==> src/wdt_pkg.sv <==
// Package with register map, field layout and types of the watchdog.
package wdt_pkg;
    localparam int             WDT_AW      = 8;
    localparam logic [7:0]     OFF_RELOAD  = 8'h00;
    localparam logic [7:0]     OFF_VALUE   = 8'h04;
    localparam logic [7:0]     OFF_CTRL    = 8'h08;
    localparam logic [7:0]     OFF_ICLR    = 8'h0c;
    localparam logic [7:0]     OFF_STAT    = 8'h10;
    localparam logic [7:0]     OFF_LOCK    = 8'h14;
    localparam int             CTL_EN      = 0;
    localparam int             CTL_RSTEN   = 1;
    localparam int             CTL_STALL   = 2;
    localparam int             CTL_MSEL    = 3;
    localparam int             STAT_INT    = 0;
    localparam int             LOCK_BIT    = 0;
    localparam logic [31:0]    RELOAD_RST  = 32'hffffffff;
    localparam logic [31:0]    COUNT_ZERO  = 32'h00000000;
    localparam logic [31:0]    COUNT_ONE   = 32'h00000001;
    // Unlock key, value is arbitrary
    localparam logic [31:0]    UNLOCK_KEY  = 32'h5a17c30e;

    typedef struct packed {
        logic              sel;
        logic              enable;
        logic              write;
        logic [7:0]        addr;
        logic [31:0]       wdata;
    } wdt_apb_req_t;

    typedef enum logic [1:0] {
        WDT_IDLE = 2'b00,
        WDT_RUN  = 2'b01,
        WDT_PEND = 2'b10,
        WDT_BITE = 2'b11
    } wdt_state_t;
endpackage

==> src/wdt_sync.sv <==
// Two-flop synchroniser for an asynchronous level.
`timescale 1ns/100ps
module wdt_sync (
    input  wire logic sys_clk,
    input  wire logic rst,
    input  wire logic asyncIn,
    output logic      syncOut
);
    logic stage1;

    always_ff @(posedge sys_clk or posedge rst) begin
        if (rst) begin
            stage1  <= 1'b0;
            syncOut <= 1'b0;
        end else begin
            stage1  <= asyncIn;
            syncOut <= stage1;
        end
    end
endmodule

==> src/wdt_apb_if.sv <==
// APB slave handshake: one wait-free access, registered answers.
`timescale 1ns/100ps
module wdt_apb_if
    import wdt_pkg::*;
(
    input  wire logic          sys_clk,
    input  wire logic          rst,
    input  wire wdt_apb_req_t  req,
    input  wire logic [31:0]   rdData,
    input  wire logic          addrOk,
    output logic               pready,
    output logic               pslverr,
    output logic [31:0]        prdata,
    output logic               wrStb
);
    logic setup;

    assign setup = req.sel && !req.enable;
    assign wrStb = req.sel && req.enable && pready && req.write && addrOk;

    // Answer is prepared in setup so that access ends in one cycle
    always_ff @(posedge sys_clk or posedge rst) begin
        if (rst) begin
            pready  <= 1'b0;
            pslverr <= 1'b0;
            prdata  <= COUNT_ZERO;
        end else begin
            pready  <= setup;
            pslverr <= setup && !addrOk;
            if (setup && !req.write && addrOk) begin
                prdata <= rdData;
            end else if (setup) begin
                prdata <= COUNT_ZERO;
            end
        end
    end
endmodule

==> src/wdt_top.sv <==
// Two-stage watchdog timer with APB register access.
//
// The APB slave port and the address map were left to the implementer.
`timescale 1ns/100ps
module wdt_top
    import wdt_pkg::*;
(
    input  wire logic               sys_clk,
    input  wire logic               rst,
    input  wire logic               psel,
    input  wire logic               penable,
    input  wire logic               pwrite,
    input  wire logic [WDT_AW-1:0]  paddr,
    input  wire logic [31:0]        pwdata,
    input  wire logic               debugHalt,
    output logic                    pready,
    output logic                    pslverr,
    output logic [31:0]             prdata,
    output logic                    irq,
    output logic                    sysReset
);
    wdt_apb_req_t req;
    wdt_state_t   state;
    wdt_state_t   next_state;
    logic [31:0]  reloadValue;
    logic [31:0]  count;
    logic [31:0]  rdData;
    logic         ctrlEn;
    logic         rstEn;
    logic         stallEn;
    logic         maskedStatusSelect;
    logic         locked;
    logic         haltSync;
    logic         wrStb;
    logic         addrOk;
    logic         cfgWr;
    logic         ldWr;
    logic         ctlWr;
    logic         clrWr;
    logic         lockWr;
    logic         tick;
    logic         timeout;
    logic         rawInt;
    logic         next_raw;

    assign req = '{sel:    psel,
                   enable: penable,
                   write:  pwrite,
                   addr:   paddr,
                   wdata:  pwdata};

    wdt_apb_if u_apb (
        .sys_clk (sys_clk),
        .rst     (rst),
        .req     (req),
        .rdData  (rdData),
        .addrOk  (addrOk),
        .pready  (pready),
        .pslverr (pslverr),
        .prdata  (prdata),
        .wrStb   (wrStb)
    );

    wdt_sync u_halt (
        .sys_clk (sys_clk),
        .rst     (rst),
        .asyncIn (debugHalt),
        .syncOut (haltSync)
    );

    // Address decode
    always_comb begin
        unique case (req.addr)
            OFF_RELOAD,
            OFF_VALUE,
            OFF_CTRL,
            OFF_ICLR,
            OFF_STAT,
            OFF_LOCK: addrOk = 1'b1;
            default:  addrOk = 1'b0;
        endcase
    end

    assign cfgWr  = wrStb && !locked;
    assign ldWr   = cfgWr && (req.addr == OFF_RELOAD);
    assign ctlWr  = cfgWr && (req.addr == OFF_CTRL);
    assign clrWr  = wrStb && (req.addr == OFF_ICLR);
    assign lockWr = wrStb && (req.addr == OFF_LOCK);

    assign rawInt  = (state == WDT_PEND) || (state == WDT_BITE);
    assign tick    = (state == WDT_RUN || state == WDT_PEND)
                     && !(stallEn && haltSync);
    assign timeout = tick && (count == COUNT_ZERO);

    // Reload register
    always_ff @(posedge sys_clk or posedge rst) begin
        if (rst) begin
            reloadValue <= RELOAD_RST;
        end else if (ldWr) begin
            reloadValue <= req.wdata;
        end
    end

    // Down counter
    always_ff @(posedge sys_clk or posedge rst) begin
        if (rst) begin
            count <= RELOAD_RST;
        end else if (ldWr) begin
            count <= req.wdata;
        end else if (clrWr && state != WDT_IDLE) begin
            count <= reloadValue;
        end else if (timeout) begin
            count <= reloadValue;
        end else if (tick) begin
            count <= count - COUNT_ONE;
        end
    end

    // Control bits; enable is write-one, cleared only by reset
    always_ff @(posedge sys_clk or posedge rst) begin
        if (rst) begin
            ctrlEn             <= 1'b0;
            rstEn              <= 1'b0;
            stallEn            <= 1'b0;
            maskedStatusSelect <= 1'b0;
        end else if (ctlWr) begin
            ctrlEn             <= ctrlEn | req.wdata[CTL_EN];
            rstEn              <= req.wdata[CTL_RSTEN];
            stallEn            <= req.wdata[CTL_STALL];
            maskedStatusSelect <= req.wdata[CTL_MSEL];
        end
    end

    // Lock: key unlocks, any other value locks
    always_ff @(posedge sys_clk or posedge rst) begin
        if (rst) begin
            locked <= 1'b0;
        end else if (lockWr) begin
            locked <= (req.wdata != UNLOCK_KEY);
        end
    end

    // Timeout state; set wins over a clear in the same cycle
    always_comb begin
        next_state = state;
        unique case (state)
            WDT_IDLE: begin
                if (ctlWr && req.wdata[CTL_EN]) begin
                    next_state = WDT_RUN;
                end
            end
            WDT_RUN: begin
                if (timeout) begin
                    next_state = WDT_PEND;
                end
            end
            WDT_PEND: begin
                if (timeout && rstEn) begin
                    next_state = WDT_BITE;
                end else if (clrWr && !timeout) begin
                    next_state = WDT_RUN;
                end
            end
            WDT_BITE: begin
                next_state = WDT_BITE;
            end
        endcase
    end

    assign next_raw = (next_state == WDT_PEND) || (next_state == WDT_BITE);

    always_ff @(posedge sys_clk or posedge rst) begin
        if (rst) begin
            state <= WDT_IDLE;
        end else begin
            state <= next_state;
        end
    end

    // Interrupt and reset outputs, registered
    always_ff @(posedge sys_clk or posedge rst) begin
        if (rst) begin
            irq      <= 1'b0;
            sysReset <= 1'b0;
        end else begin
            irq      <= next_raw && (ctrlEn || ctlWr);
            sysReset <= (next_state == WDT_BITE);
        end
    end

    // Read mux
    always_comb begin
        rdData = COUNT_ZERO;
        unique case (req.addr)
            OFF_RELOAD: rdData = reloadValue;
            OFF_VALUE:  rdData = count;
            OFF_CTRL: begin
                rdData[CTL_EN]    = ctrlEn;
                rdData[CTL_RSTEN] = rstEn;
                rdData[CTL_STALL] = stallEn;
                rdData[CTL_MSEL]  = maskedStatusSelect;
            end
            OFF_STAT: begin
                rdData[STAT_INT] = maskedStatusSelect ?
                                   (rawInt && ctrlEn) : rawInt;
            end
            OFF_LOCK:   rdData[LOCK_BIT] = locked;
            default:    rdData = COUNT_ZERO;
        endcase
    end
endmodule

==> config.mk <==
export PLATFORM = sky130hd
export DESIGN_NAME = wdt_top
export DESIGN_NICKNAME = d
export VERILOG_FILES = /design/src/wdt_pkg.sv /design/src/wdt_sync.sv /design/src/wdt_apb_if.sv /design/src/wdt_top.sv
export SDC_FILE = /design/constraint.sdc
export NUM_CORES = 1
export LEC_CHECK = 0
export BUFFER_PORTS_ARGS = -buffer_cell sky130_fd_sc_hd__buf_2
export CORE_AREA = 2 2 110 112
export CTS_CLUSTER_SIZE = 12
export DETAILED_ROUTE_END_ITERATION = 10
export DIE_AREA = 0 0 112 114
export PLACE_DENSITY = 0.75
export RECOVER_POWER = 25
export SYNTH_ARGS = -nofsm -noshare
export SYNTH_HDL_FRONTEND = slang
export SYNTH_SLANG_ARGS = --single-unit
==> constraint.sdc <==
create_clock -name sys_clk -period 2.83 [get_ports sys_clk]
set_input_delay 0 -clock sys_clk [delete_from_list [all_inputs] [get_ports sys_clk]]
set_output_delay 0 -clock sys_clk [all_outputs]
set_load 0.01 [all_outputs]
==> results.txt <==
- Run status: complete, but fails checks
- Violations in the final reports: max-capacitance violations, max-slew violations
- Yosys printed 0 warnings.
- Layout overhead on the synthesized area: 22.5%
- Before antenna repair, the detailed router went through 5 iterations.
* Async S/R FF share, synth: between 90% and 100%
- Standard-cell rows: 40
* Violation count after the first detailed-route iteration: between 500 and 600
- The share of the Yosys chip area taken by registers is 47.4%.
* Final weighted congestion of routability-driven global placement: 0.962
- Final worst path period share: 96.2%
- Combinational logic is responsible for slightly below 6% of the overall power.
- Arrival time worst endpoint: roughly 3000 ps
* Maximum clock insertion buffer count: 2
* Die Footprint: 12800 um^2
- Power spread over the standard cell area amounts to 412 nW/um^2.
- Cells with a size suffix above 1 make up between 20% and 30% of the layout.
- At the pin with the least slew margin, the transition time is 1920 ps.
- Half-perimeter wire length after detailed placement: ~13000 um
- The detail route stage leaves a number of antenna-violating nets equal to 0.
* Inst Count DP: 873
* Top post-synthesis cells by area: sky130_fd_sc_hd__dfstp_2 (28%), sky130_fd_sc_hd__dfrtp_1 (19%), sky130_fd_sc_hd__nand2_1 (9.3%)
- Overall power consumption: 2990 uW
- Worst-Skew Late Latency: 370 ps
* Die outline height: 114 um
- Most frequently used flop master after synthesis: sky130_fd_sc_hd__dfstp_2
- The number of antenna violations at the first check in global routing was 0.
- The worst hold path was traced through 3 stages.
- Maximum number of pins on one net before global-route repair: 60
- During I/O placement, the number of pins put on the boundary was ~80.
- Internal power component: approximately 2300 uW
- Summing every instance area after synthesis gives between 5000 and 6000 um^2.
- Clock root buffer master: sky130_fd_sc_hd__clkbuf_16
* Core box area: roughly 12000 um^2
- For the worst flop-to-flop path, the logic depth is 7.
* Top library cells by usage in the layout, fill and taps aside: sky130_fd_sc_hd__nand2_1 (146), sky130_fd_sc_hd__buf_2 (71), sky130_fd_sc_hd__dfstp_2 (64), sky130_fd_sc_hd__o21ai_0 (50), sky130_fd_sc_hd__dfrtp_1 (45)
- Per report_power, the clock group accounts for 41.5% of the total.
* Setup-failing EPs final: 0
- For the final routed database, the setup TNS stands at 0 ps.
- The worst path needs 2720 ps of the cycle, external delays included.
- The floorplan step set the die width to around 110 um.
- Net switching is 24.5% of the power.
- Yosys mapped the design onto 74 distinct sky130hd cell types.
- Worst vdd ir: 419 uV
- Effective utilization at floorplan: 50.5%
- Synth Register Bits: ~110
* Critical path endpoint category: flip-flop
* Leak pwr: roughly 0.0031 uW
- Largest fanout of any net on the critical path: 11
- The worst setup path is launched from a flip-flop.
- The via count of the first global-routing pass was roughly 5500.
- Type of the worst min-delay path: in2reg
- Diode insertion count for antenna repair: 0
* Total global-route track usage: between 20% and 30%
- Post-Synthesis Mean Instance Area: 9.09 um^2
* Switching power summed over all nets: 731 uW
* Global-route wire length before repair: slightly below 30000 um
- Clock sink total: ~110
* Timing-limited maximum frequency: around 370 MHz
* Net count of the mapped netlist: 703
- IO Port Bufs: a little over 80
* H-tree depth reported by CTS: 3
* Fraction of power consumed by sequential logic: 52.8%
- The synthesized design contains 0 enable-type register cells.
- The final route contains between 5000 and 6000 vias.
- After clock tree synthesis, the clock-pin slew on the worst setup and hold paths is roughly 70 ps.
* Number of instances in the synthesized netlist: between 600 and 700
* Nets: between 800 and 900
- Count of unresolved DRC violations after routing: 0
- For this run, the number of standard cells in the final layout without fillers is a little over 900.
- Max Cap Viol: 2
* Post-synth top area share: roughly 28%
- Aggregate routed wire length: between 15000 and 20000 um
- The final hold violation count came to 0.
* Worst slack, placed: 60.6 ps
* Slew HR: -28.2%
- sky130_fd_sc_hd__dfstp_2 takes more of the synthesized area than any other cell.
- Category of the critical setup timing path: reg2reg
- Across the routed clock network, the largest skew measured is roughly 9.7 ps.
- Utilization after layout: 61.9%
- Number of max-slew violations in the final report: just under 90
- At the worst endpoint, the required time is around 3100 ps.
* TritonCTS clock tree: built
- After detailed routing, the number of vias per cell comes to 6.20.
- Summed over all layers, the global routing overflow is 0.
- CTS Buf Count: 9
- Wire length per cell: 19.9 um
- The worst path meets setup with around 110 ps of slack.
- Leaving out fill and tap cells, the most frequent cell in the layout is sky130_fd_sc_hd__nand2_1.
- RSZ-0062 raised after global routing: no
- Setup repair bufs after CTS: 0
final timing paths:
path / slack, ps / to / from
max: 110 / count[26]$_DFFE_PP1P_ / count[26]$_DFFE_PP1P_
min: 30 / u_apb.pslverr$_DFF_PP0_ / paddr[4]
max reg2reg: 110 / count[26]$_DFFE_PP1P_ / count[26]$_DFFE_PP1P_
min reg2reg: 360 / u_halt.syncOut$_DFF_PP0_ / u_halt.stage1$_DFF_PP0_
max in group asynchronous: 870 / reloadValue[23]$_DFFE_PP1P_ / rst
min in group asynchronous: 800 / irq$_DFF_PP0_ / rst
power groups by stage:
stage | registers (uW) | logic, uW | clock network [uW]
after floorplan | 1600 | 60.7 | 0
final | 1580 | 172 | 1240
after detailed placement | 1600 | 137 | 0
after global placement | 1600 | 133 | 0
after global routing | 1580 | 189 | 1320
after CTS | 1580 | 173 | 1250
final cells by class:
cell class	count	area, um^2
inverter	13	48.8
fill	1019	4460
tap	147	184
clock buffer	9	225
clock inverter	7	60.1
multi-input combinational	488	2910
timing repair buffer	150	1020
sequential	109	2810
kinds of logic after synthesis:
group / share of synthesized area [%]
compound gates: 19.8
xor+xnor: 0.592
fa+ha+maj: 1.27
buf+inv: 4.10
flops: 47.4
mux: 3.02
simple gates: 23.7
worst max-delay path, cell delays in order (launching register included):
cell and delay, ps:
sky130_fd_sc_hd__dfstp_2 390, sky130_fd_sc_hd__or4_1 550, sky130_fd_sc_hd__or3_4 420, sky130_fd_sc_hd__or4_4 590, sky130_fd_sc_hd__nand2_2 180, sky130_fd_sc_hd__buf_12 150, sky130_fd_sc_hd__o21ai_2 60, sky130_fd_sc_hd__a211o_1 310
per-layer routing:
metal / GRT usage, % / vias up / part of all wire, %
met2: 47.0 / 273 / 47
li1: - / 2619 / -
met4: 12.8 / 0 / 3.1
met5: 0 / - / 0
met1: 39.7 / 2782 / 42
met3: 4.73 / 50 / 7.5
flip-flops by register name, indices dropped and copies added (netlist names), 2 cells and up:
register and flops:
state 2, u_apb.prdata 32, reloadValue 32, count 32
stage by stage:
stage	hold slack [ps]	area, um^2
floorplan	31.4	5920
global placement	109	6620
detailed placement	111	6620
CTS	16.5	7250
global route	53.7	7250
finish	33.1	7250
synth_stat cells, types with 6 or more instances:
| cell type | number |
|---|---|
| sky130_fd_sc_hd__nand2_1 | 146 |
| sky130_fd_sc_hd__dfstp_2 | 64 |
| sky130_fd_sc_hd__o21ai_0 | 50 |
| sky130_fd_sc_hd__dfrtp_1 | 45 |
| sky130_fd_sc_hd__clkbuf_1 | 32 |
| sky130_fd_sc_hd__nor2_1 | 30 |
| sky130_fd_sc_hd__a22oi_1 | 28 |
| sky130_fd_sc_hd__a21oi_1 | 21 |
| sky130_fd_sc_hd__nor4_1 | 17 |
| sky130_fd_sc_hd__nor3_1 | 16 |
| sky130_fd_sc_hd__nand3_1 | 14 |
| sky130_fd_sc_hd__inv_1 | 13 |
| sky130_fd_sc_hd__mux2i_1 | 10 |
| sky130_fd_sc_hd__or3_1 | 10 |
| sky130_fd_sc_hd__or4_1 | 10 |
| sky130_fd_sc_hd__o211ai_1 | 9 |
| sky130_fd_sc_hd__nand4_1 | 8 |
| sky130_fd_sc_hd__mux2_2 | 7 |
| sky130_fd_sc_hd__ha_1 | 6 |
repair_timing:
item | in CTS | in global routing
setup endpoints to repair | 0 | 17
hold buffers | 34 | 0
resized for setup | 0 | 5
endpoints found under the hold margin | 76 | 0
No activity file was read; power rests on OpenSTA's default activity.
